## src/shared/isc_pkg.sv

```systemverilog
// Shared constants and types of the ISA-side signal controller.
// Assumes every user is clocked by the 25 MHz i_mclk.
package isc_pkg;

  // Cycle kinds announced by the cycle sequencer
  typedef enum logic [2:0] {
    ISC_CYC_NONE = 3'h0,
    ISC_CYC_EISA = 3'h1,
    ISC_CYC_DMA  = 3'h2,
    ISC_CYC_ISAM = 3'h3,
    ISC_CYC_REFR = 3'h4
  } isc_cyc_t;

  // Command kinds
  typedef enum logic [1:0] {
    ISC_CMD_MRD = 2'h0,
    ISC_CMD_MWR = 2'h1,
    ISC_CMD_IORD = 2'h2,
    ISC_CMD_IOWR = 2'h3
  } isc_cmd_t;

  // Bus ownership states
  typedef enum logic [2:0] {
    ISC_ST_IDLE = 3'h0,
    ISC_ST_EISA = 3'h1,
    ISC_ST_DMA  = 3'h2,
    ISC_ST_ISAM = 3'h3,
    ISC_ST_REFR = 3'h4
  } isc_state_t;

  // Values after reset, and the synchroniser depth
  localparam logic       RST_HIGH  = 1'h1;
  localparam logic       RST_LOW   = 1'h0;
  localparam logic [1:0] RST_SA    = 2'h0;
  localparam logic [3:0] RST_BE_N  = 4'hF;
  localparam int         SYNC_STAGES = 2;

endpackage : isc_pkg

```

## src/core/isc_sync.sv

```systemverilog
// Two-flop synchroniser for pin inputs of any width.
// Assumes a single clock domain and active-low async reset.
`timescale 1ns/1ps
`default_nettype none
module isc_sync #(
  parameter int         W   = 1,
  parameter logic [W-1:0] RST = '1
) (
  // Clock and reset
  input  wire logic         i_mclk,
  input  wire logic         i_rst_n,
  input  wire logic         i_ce,
  // Data
  input  wire logic [W-1:0] i_d,
  output logic      [W-1:0] o_q
);
  logic [W-1:0] meta_reg;
  logic [W-1:0] q_reg;

  always_ff @(posedge i_mclk or negedge i_rst_n) begin
    if (!i_rst_n) begin
      meta_reg <= RST;
      q_reg    <= RST;
    end else if (i_ce) begin
      meta_reg <= i_d;
      q_reg    <= meta_reg;
    end
  end

  assign o_q = q_reg;
endmodule : isc_sync
`default_nettype wire

```

## src/core/isc_be_conv.sv

```systemverilog
// Byte-enable to ISA low-address conversion, both directions.
// Purely combinational; the caller registers the results.
`timescale 1ns/1ps
`default_nettype none
module isc_be_conv (
  // ISA side in
  input  wire logic [1:0] i_sa,
  input  wire logic       i_sbhe_n,
  // EISA side in
  input  wire logic [3:0] i_be_n,
  // EISA byte enables from ISA address
  output logic      [3:0] o_be_n,
  // ISA address from byte enables
  output logic      [1:0] o_sa,
  output logic            o_sbhe_n
);
  wire       lo_en = ~i_sa[0];
  wire       hi_en = i_sa[0] | ~i_sbhe_n;
  wire [3:0] be    = ~i_be_n;
  wire [1:0] first = be[0] ? 2'h0 : be[1] ? 2'h1 :
                     be[2] ? 2'h2 : 2'h3;
  wire       upper = first[1] ? be[3] : (be[1] | be[3]);

  assign o_be_n = i_sa[1] ? {~hi_en, ~lo_en, 2'h3}
                          : {2'h3, ~hi_en, ~lo_en};
  assign o_sa     = first;
  assign o_sbhe_n = ~upper;
endmodule : isc_be_conv
`default_nettype wire

```

## src/core/isc_ctrl.sv

```systemverilog
// ISA-side signal controller: direction, strobes, widths, ready.
// Assumes a cycle sequencer on i_mclk announcing each cycle.
`timescale 1ns/1ps
`default_nettype none
module isc_ctrl (
  // Clock, reset, enable
  input  wire logic       i_mclk,
  input  wire logic       i_rst_n,
  input  wire logic       i_ce,
  // Cycle sequencer
  input  wire logic       i_cyc_start,
  input  wire logic [2:0] i_cyc_type,
  input  wire logic       i_cyc_end,
  input  wire logic       i_cmd_act,
  input  wire logic [1:0] i_cmd_kind,
  input  wire logic       i_below_1m,
  input  wire logic       i_addr_valid,
  input  wire logic       i_compat_dma,
  input  wire logic [3:0] i_be_n,
  // Translation and targets
  input  wire logic       i_xlat,
  input  wire logic       i_ex32_n,
  input  wire logic       i_ex16_n,
  input  wire logic       i_int_tgt,
  input  wire logic       i_int_wait,
  input  wire logic       i_nmi_en,
  // ISA pins in
  input  wire logic       i_master16_n,
  input  wire logic [1:0] i_sa_in,
  input  wire logic       i_sbhe_in_n,
  input  wire logic       i_m16_in_n,
  input  wire logic       i_mrdc_in_n,
  input  wire logic       i_mwtc_in_n,
  input  wire logic       i_iorc_in_n,
  input  wire logic       i_iowc_in_n,
  input  wire logic       i_chrdy_in,
  input  wire logic       i_iochk_n,
  // ISA pins out
  output logic            o_bale,
  output logic [1:0]      o_sa_out,
  output logic            o_sa_oe,
  output logic            o_sbhe_out_n,
  output logic            o_sbhe_oe,
  output logic            o_m16_out_n,
  output logic            o_m16_oe,
  output logic            o_io16_oe,
  output logic            o_mrdc_out_n,
  output logic            o_mwtc_out_n,
  output logic            o_iorc_out_n,
  output logic            o_iowc_out_n,
  output logic            o_cmd_oe,
  output logic            o_smrdc_n,
  output logic            o_smwtc_n,
  output logic            o_chrdy_oe,
  // Toward the EISA side
  output logic [3:0]      o_be_n,
  output logic            o_isam_cmd,
  output logic            o_wait,
  output logic            o_isam,
  output logic            o_nmi
);
  localparam int N_SYNC = 10;

  isc_pkg::isc_state_t st_reg;
  isc_pkg::isc_state_t st_next;

  logic [N_SYNC-1:0] pins_s;
  logic [1:0]        sa_s;
  logic              sbhe_s_n;
  logic              m16_s_n;
  logic              mrdc_s_n;
  logic              mwtc_s_n;
  logic              iorc_s_n;
  logic              iowc_s_n;
  logic              chrdy_s;
  logic              iochk_s_n;
  logic              mst16_s_n;
  logic              iochk_prev_reg;
  logic [3:0]        conv_be_n;
  logic [1:0]        conv_sa;
  logic              conv_sbhe_n;

  logic              bale_reg;
  logic [1:0]        sa_reg;
  logic              sa_oe_reg;
  logic              sbhe_reg;
  logic              sbhe_oe_reg;
  logic              m16_oe_reg;
  logic              m16_drv_reg;
  logic              io16_oe_reg;
  logic [3:0]        cmd_n_reg;
  logic              cmd_oe_reg;
  logic              smrdc_reg;
  logic              smwtc_reg;
  logic              chrdy_oe_reg;
  logic [3:0]        be_n_reg;
  logic              isam_cmd_reg;
  logic              wait_reg;
  logic              nmi_reg;
  logic              isam_reg;

  // Pin synchronisers
  isc_sync #(
    .W   (N_SYNC),
    .RST ({N_SYNC{1'b1}})
  ) u_sync (
    .i_mclk  (i_mclk),
    .i_rst_n (i_rst_n),
    .i_ce    (i_ce),
    .i_d     ({i_master16_n, i_iochk_n, i_chrdy_in,
               i_iowc_in_n, i_iorc_in_n, i_mwtc_in_n,
               i_mrdc_in_n, i_m16_in_n, i_sbhe_in_n,
               i_sa_in[0]}),
    .o_q     (pins_s)
  );

  isc_sync #(
    .W   (1),
    .RST (1'b0)
  ) u_sync_sa1 (
    .i_mclk  (i_mclk),
    .i_rst_n (i_rst_n),
    .i_ce    (i_ce),
    .i_d     (i_sa_in[1]),
    .o_q     (sa_s[1])
  );

  assign sa_s[0]   = pins_s[0];
  assign sbhe_s_n  = pins_s[1];
  assign m16_s_n   = pins_s[2];
  assign mrdc_s_n  = pins_s[3];
  assign mwtc_s_n  = pins_s[4];
  assign iorc_s_n  = pins_s[5];
  assign iowc_s_n  = pins_s[6];
  assign chrdy_s   = pins_s[7];
  assign iochk_s_n = pins_s[8];
  assign mst16_s_n = pins_s[9];

  isc_be_conv u_conv (
    .i_sa     (sa_s),
    .i_sbhe_n (sbhe_s_n),
    .i_be_n   (i_be_n),
    .o_be_n   (conv_be_n),
    .o_sa     (conv_sa),
    .o_sbhe_n (conv_sbhe_n)
  );

  wire ext_master = ~mst16_s_n;
  wire is_isam_t  = i_cyc_type == 3'(isc_pkg::ISC_CYC_ISAM);
  wire start_isam = i_cyc_start & (ext_master | is_isam_t)
                    & (i_cyc_type != 3'(isc_pkg::ISC_CYC_REFR));

  always_comb begin
    st_next = st_reg;
    if (i_cyc_end) begin
      st_next = isc_pkg::ISC_ST_IDLE;
    end else if (start_isam) begin
      st_next = isc_pkg::ISC_ST_ISAM;
    end else if (i_cyc_start) begin
      unique case (i_cyc_type)
        3'(isc_pkg::ISC_CYC_EISA): st_next = isc_pkg::ISC_ST_EISA;
        3'(isc_pkg::ISC_CYC_DMA):  st_next = isc_pkg::ISC_ST_DMA;
        3'(isc_pkg::ISC_CYC_REFR): st_next = isc_pkg::ISC_ST_REFR;
        default:                   st_next = isc_pkg::ISC_ST_IDLE;
      endcase
    end
  end

  wire in_eisa = st_next == isc_pkg::ISC_ST_EISA;
  wire in_dma  = st_next == isc_pkg::ISC_ST_DMA;
  wire in_isam = st_next == isc_pkg::ISC_ST_ISAM;
  wire in_refr = st_next == isc_pkg::ISC_ST_REFR;
  wire own     = in_eisa | in_dma | in_refr;
  wire drv_adr = in_eisa | in_dma;

  wire bale_nx = (drv_adr & i_addr_valid) | in_dma
                 | in_isam | in_refr;

  // Command strobes from the selected kind
  wire       cmd_on = own & i_cmd_act;
  wire [1:0] kind   = in_refr ? 2'(isc_pkg::ISC_CMD_MRD)
                              : i_cmd_kind;
  wire [3:0] cmd_nx = cmd_on ? ~(4'h1 << kind) : 4'hF;

  wire smrd_nx = cmd_on & (in_refr |
                 (kind == 2'(isc_pkg::ISC_CMD_MRD) & i_below_1m));
  wire smwt_nx = cmd_on & ~in_refr & i_below_1m &
                 (kind == 2'(isc_pkg::ISC_CMD_MWR));

  wire wait_nx = (own | (in_dma & i_compat_dma)) & ~chrdy_s;
  // Ready held low for internal targets while i_int_wait is set
  wire rdy_nx  = in_isam & i_int_tgt & i_int_wait;
  // Width select driven to external master while translating and i_ex32_n or i_ex16_n is low
  wire m16o_nx = in_isam & i_xlat;

  wire [3:0] be_nx = in_isam ? conv_be_n : isc_pkg::RST_BE_N;
  wire isam_cmd_nx = in_isam & ~(mrdc_s_n & mwtc_s_n &
                                 iorc_s_n & iowc_s_n);

  wire nmi_nx = i_nmi_en & ~iochk_s_n & iochk_prev_reg;

  always_ff @(posedge i_mclk or negedge i_rst_n) begin
    if (!i_rst_n) begin
      st_reg         <= isc_pkg::ISC_ST_IDLE;
      bale_reg       <= isc_pkg::RST_LOW;
      sa_reg         <= isc_pkg::RST_SA;
      sa_oe_reg      <= isc_pkg::RST_LOW;
      sbhe_reg       <= isc_pkg::RST_HIGH;
      sbhe_oe_reg    <= isc_pkg::RST_LOW;
      m16_oe_reg     <= isc_pkg::RST_LOW;
      io16_oe_reg    <= isc_pkg::RST_LOW;
      cmd_n_reg      <= 4'hF;
      cmd_oe_reg     <= isc_pkg::RST_LOW;
      smrdc_reg      <= isc_pkg::RST_HIGH;
      smwtc_reg      <= isc_pkg::RST_HIGH;
      chrdy_oe_reg   <= isc_pkg::RST_LOW;
      be_n_reg       <= isc_pkg::RST_BE_N;
      isam_cmd_reg   <= isc_pkg::RST_LOW;
      wait_reg       <= isc_pkg::RST_LOW;
      nmi_reg        <= isc_pkg::RST_LOW;
      isam_reg       <= isc_pkg::RST_LOW;
      iochk_prev_reg <= isc_pkg::RST_HIGH;
    end else if (i_ce) begin
      st_reg         <= st_next;
      bale_reg       <= bale_nx;
      // Low address and high enable driven
      sa_reg         <= drv_adr ? conv_sa : isc_pkg::RST_SA;
      sa_oe_reg      <= drv_adr;
      sbhe_reg       <= drv_adr ? conv_sbhe_n : isc_pkg::RST_HIGH;
      sbhe_oe_reg    <= drv_adr;
      m16_oe_reg     <= m16o_nx;
      io16_oe_reg    <= isc_pkg::RST_LOW;
      cmd_n_reg      <= cmd_nx;
      cmd_oe_reg     <= own;
      smrdc_reg      <= ~smrd_nx;
      smwtc_reg      <= ~smwt_nx;
      chrdy_oe_reg   <= rdy_nx;
      be_n_reg       <= be_nx;
      isam_cmd_reg   <= isam_cmd_nx;
      wait_reg       <= wait_nx;
      nmi_reg        <= nmi_nx;
      isam_reg       <= in_isam;
      iochk_prev_reg <= iochk_s_n;
    end
  end

  assign o_m16_out_n  = ~m16_oe_reg | (i_ex32_n & i_ex16_n);
  assign o_bale       = bale_reg;
  assign o_sa_out     = sa_reg;
  assign o_sa_oe      = sa_oe_reg;
  assign o_sbhe_out_n = sbhe_reg;
  assign o_sbhe_oe    = sbhe_oe_reg;
  assign o_m16_oe     = m16_oe_reg & ~(i_ex32_n & i_ex16_n);
  assign o_io16_oe    = io16_oe_reg;
  assign o_mrdc_out_n = cmd_n_reg[0];
  assign o_mwtc_out_n = cmd_n_reg[1];
  assign o_iorc_out_n = cmd_n_reg[2];
  assign o_iowc_out_n = cmd_n_reg[3];
  assign o_cmd_oe     = cmd_oe_reg;
  assign o_smrdc_n    = smrdc_reg;
  assign o_smwtc_n    = smwtc_reg;
  assign o_chrdy_oe   = chrdy_oe_reg;
  assign o_be_n       = be_n_reg;
  assign o_isam_cmd   = isam_cmd_reg;
  assign o_wait       = wait_reg;
  assign o_isam       = isam_reg;
  assign o_nmi        = nmi_reg;

  wire st_dma  = st_reg == isc_pkg::ISC_ST_DMA;
  wire st_refr = st_reg == isc_pkg::ISC_ST_REFR;
  wire st_isam = st_reg == isc_pkg::ISC_ST_ISAM;
endmodule : isc_ctrl
`default_nettype wire

```

## config.mk

```make
export PLATFORM = sky130hd
export DESIGN_NAME = isc_ctrl
export DESIGN_NICKNAME = d
export VERILOG_FILES = /design/src/shared/isc_pkg.sv /design/src/core/isc_sync.sv /design/src/core/isc_be_conv.sv /design/src/core/isc_ctrl.sv
export SDC_FILE = /design/constraint.sdc
export NUM_CORES = 1
export LEC_CHECK = 0
export BUFFER_PORTS_ARGS = -buffer_cell sky130_fd_sc_hd__buf_4
export CORE_ASPECT_RATIO = 0.8
export CORE_MARGIN = 3
export CORE_UTILIZATION = 46
export DETAILED_ROUTE_END_ITERATION = 16
export GPL_ROUTABILITY_DRIVEN = 0
export PLACE_DENSITY_LB_ADDON = 0.3
export SLEW_MARGIN = 0
export SYNTH_ARGS = -nofsm -noshare
export SYNTH_HDL_FRONTEND = slang
export SYNTH_SLANG_ARGS = --single-unit
```

## constraint.sdc

```tcl
create_clock -name i_mclk -period 1.8 [get_ports i_mclk]
set_clock_uncertainty 0.2 [all_clocks]
set_input_delay 0.36 -clock i_mclk [delete_from_list [all_inputs] [get_ports i_mclk]]
set_output_delay 0.36 -clock i_mclk [all_outputs]
set_load 0.1 [all_outputs]
```

==> reports/summary.md <==
The flow ran to the end, but the final reports show violations. The checks that failed: setup timing. Synthesis produced a netlist with a net count of 202. For the worst setup path, the data required time is 1820 ps.

Simple logic cell fraction of the synthesized area: 9.35%. The capture point of the worst reg-to-reg path is o_smrdc_n. For the final worst setup slack, the log shows -118 ps. The average size of a mapped cell came out at 12.2 um2. Synthesis produced a netlist whose cell count is 167.

Summed over all layers, the global routing overflow is 0. For hold timing, the worst endpoint is cmd_n_reg[2]. The fraction of the cycle the final worst path needs is 107%. Once placement completed, the tool counted placed cells totaling 283.

Number of levels in the clock H-tree: 2. For this configuration, the core starts out at a cell density of 50.5%. The post-detailed-route DRC marker count was 0. The xor/xnor share of the synthesized area works out to 0%. The CTS sink count is 46, and the post-synthesis instance area is 2030 um2. For the number of nets in the layout, the log shows 276.

In this run the core area contains 20 standard-cell rows. Layer carrying the most global-route usage: met2. Counting flops with an async set or reset pin after synthesis yields a share of 100%. From synthesis to final layout, the design area changed by 48.3%.

The logs give 3060 um for the half-perimeter wire length of the detailed placement result and 0 for the number of diodes. Main combinational cell family by area after synthesis: compound AO/OA/AOI/OAI gates. dfstp_2 is the most common cell in the netlist. The via count of the first global-routing pass was 1558.

The startpoint identified for the worst hold timing path is i_cmd_kind[1]. Buffers placed on the I/O ports in this run total 56. For this run, the share of the core covered by cells in the final layout is 74.8%. The logs give 5260 um2 for the die area and 5.21% for the met3 usage. In the synthesized netlist, the cells that appear most often are dfstp_2, mux2_2, dfrtp_1, nor2_1, inv_1. The clock input transition at the sequential cells of the worst setup and hold paths is 80 ps. STA classifies the critical path startpoint as a flop. Along the worst path, the maximum fanout reaches 4. In this run the critical register-to-register path is launched from u_sync.o_q[9]. The share of synthesized area spent on multiplexers works out to 10.5%. The shortest clock period the worst path allows after layout came out at 1920 ps.

The met1 track demand over resource came out at 24.9%. The die is 80.3 um wide. Leaving out filler cells and counting taps, the final layout contains 297. The pin count of the biggest net entering global routing is 47. The dominant synthesized flop cell was dfstp_2.

Sorting the synthesized cells by area gives the leading types as dfstp_2, dfrtp_1, mux2_2, o2bb2ai_1, nor2_1. The number of CTS-inserted buffers is 5, and the maximum clock insertion buffer count is 2. The routed design has 4530 um of wire. The post-synthesis share of cell area spent on full adders, half adders and majority gates is 0%. The tool flagged a number of max-cap violations equal to 0. In this run the static leakage power is 1.28 nW.

Dividing the detail-routed via count by the number of cells gives 5.21. During I/O placement, the number of pins put on the boundary was 60. The number of fill cells in the layout is 278, and the peak supply drop is 748 uV. Setup repair after global routing could not meet its margin everywhere. Setup violations remaining at the end of the flow were counted as 19. For the sequential element share of the synthesized area, the log shows 58.5%. Root cell of the clock tree: clkbuf_8. Before CTS, the worst setup slack after placement is -150 ps.

The worst reg2reg path depth was 7; the met2 demand-to-capacity share in global routing was 28.4%. During synthesis, Yosys emitted a total of 0 warnings. For the number of hold violations in the final report, the log shows 0. The slew at the pin closest to its max-slew limit was 548 ps. The number of antenna violations at the first check in global routing was 0; the post-route worst hold slack was 33.8 ps. Path type of the worst setup path: flop to flop. In this run, the number of DRC markers left after iteration 0 of detailed routing was 62.

Counting instances, the worst hold path has a depth of 2. Clock latency on the worst-skew pair, taken at its later pin, is 300 ps. The slack of the worst reg-to-reg path was -120 ps. After floorplanning, the core was sized to cover 4030 um2. Global routing used 18.2% of the available tracks. The share of the synthesized area in the top cell type is 38.8%. TritonCTS built the clock tree. The synthesized design contains 0 enable-type register cells. The post-route netlist has 66.9% of its cells at a drive strength greater than 1.

The first global-routing pass estimated 7420 um of wire. Timing would allow up to 521 MHz. In this run the power density over the cells is 970 nW/um2. The post-synthesis cell type with the largest combined area is dfstp_2.

STA classifies the critical path endpoint as a flop. The number of pins with negative max-slew slack in the final report was 0. The setup TNS after final layout was -1220 ps; the compound-cell area share of the yosys netlist was 16.6%. Detailed routing inserted a total of 1548 vias. Before antenna repair, the detailed router went through 4 iterations. The run gives 1930 ps as the arrival time at the worst endpoint. In this run the remaining antenna-violating nets after routing total 0. After synthesis, the netlist uses 40 different library cells. Measured against its own limit, the worst slew margin works out to 63.4%.

The class of the tightest hold or removal check was primary input to flop. Measured along the y axis, the die boundary spans 65.5 um. Dividing the detail-routed wire length by the instance count gives 15.2 um. The synthesized design contains 46 register bits.
-- cell families (layout without fill, tap and decap cells) --
group           Yosys count  count (layout)
flops                    46              46
compound gates           42              43
buf+inv                  21              95
other cells               1               1
simple gates             38              38
mux                      19              19
-- power by group --
part	leakage [nW]	internal, mW	switching, mW
combinational	0.685	0.285	0.477
sequential	0.527	1.18	0.0607
clock	0.0714	0.592	0.337
-- cell usage in the layout (no fill, tap or decap), drive strengths merged, types with 2 or more instances in the layout --
cell	n
nand2b	5
a211oi	4
o21ai	8
o32a	5
nand2	9
dfstp	30
nand3b	2
o2bb2ai	6
nand3	2
nor2	12
clkbuf	6
dfrtp	16
o221ai	2
nor3	2
buf	74
bufinv	2
o221a	2
a32o	2
inv	10
a21oi	7
mux2	18
-- final cells by class --
type	instances	area [um2]	area share, %
clock buffer	6	82.6	2.74
inverter	12	48.8	1.62
sequential	46	1190	39.5
clock inverter	2	60.1	1.99
timing repair buffer	75	597	19.8
multi-input combinational	101	968	32.1
tap	55	68.8	2.28
-- worst max-delay path, cell delays in order (launching register included) --
cell      delay [ps]
dfstp_2          550
o21ba_4          190
o221a_4          240
o21ai_4          180
buf_4            140
buf_6             90
a21oi_4           60
a211oi_2         180
-- metrics by stage --
step	area, um2	power [mW]
CTS	2920	2.90
global route	3020	3.05
detailed placement	2640	1.91
floorplan	2090	1.70
finish	3020	2.93
global placement	2640	1.90
-- metal layers --
layer | wire length [um] | vias up | part of all wire, %
li1 | - | 750 | -
met1 | 2080 | 748 | 46
met2 | 2110 | 46 | 47
met3 | 307 | 4 | 6.8
met4 | 27 | 0 | 0.60
met5 | 0 | - | 0
-- worst max path at each step --
stage / start / slack, ps / endpoint
after CTS: u_sync.o_q[9] / -110 / o_wait
final: u_sync.o_q[9] / -120 / o_smrdc_n
after detailed placement: i_cyc_start / -150 / o_be_n[1]
after global routing: u_sync.o_q[9] / -180 / o_smrdc_n
after floorplan: i_cyc_start / -60 / o_be_n[1]
after global placement: i_cyc_start / -140 / o_be_n[1]
-- what timing repair did --
item / 4_1_cts / 5_1_grt
endpoints found under the setup margin: 20 / 21
hold buffers: 1 / 0
cloned: 1 / 0
setup buffers: 2 / 2
hold endpoints to repair: 16 / 0
pin swaps: 6 / 0
gates resized for setup: 16 / 14
(Power assumes the default switching activity.)
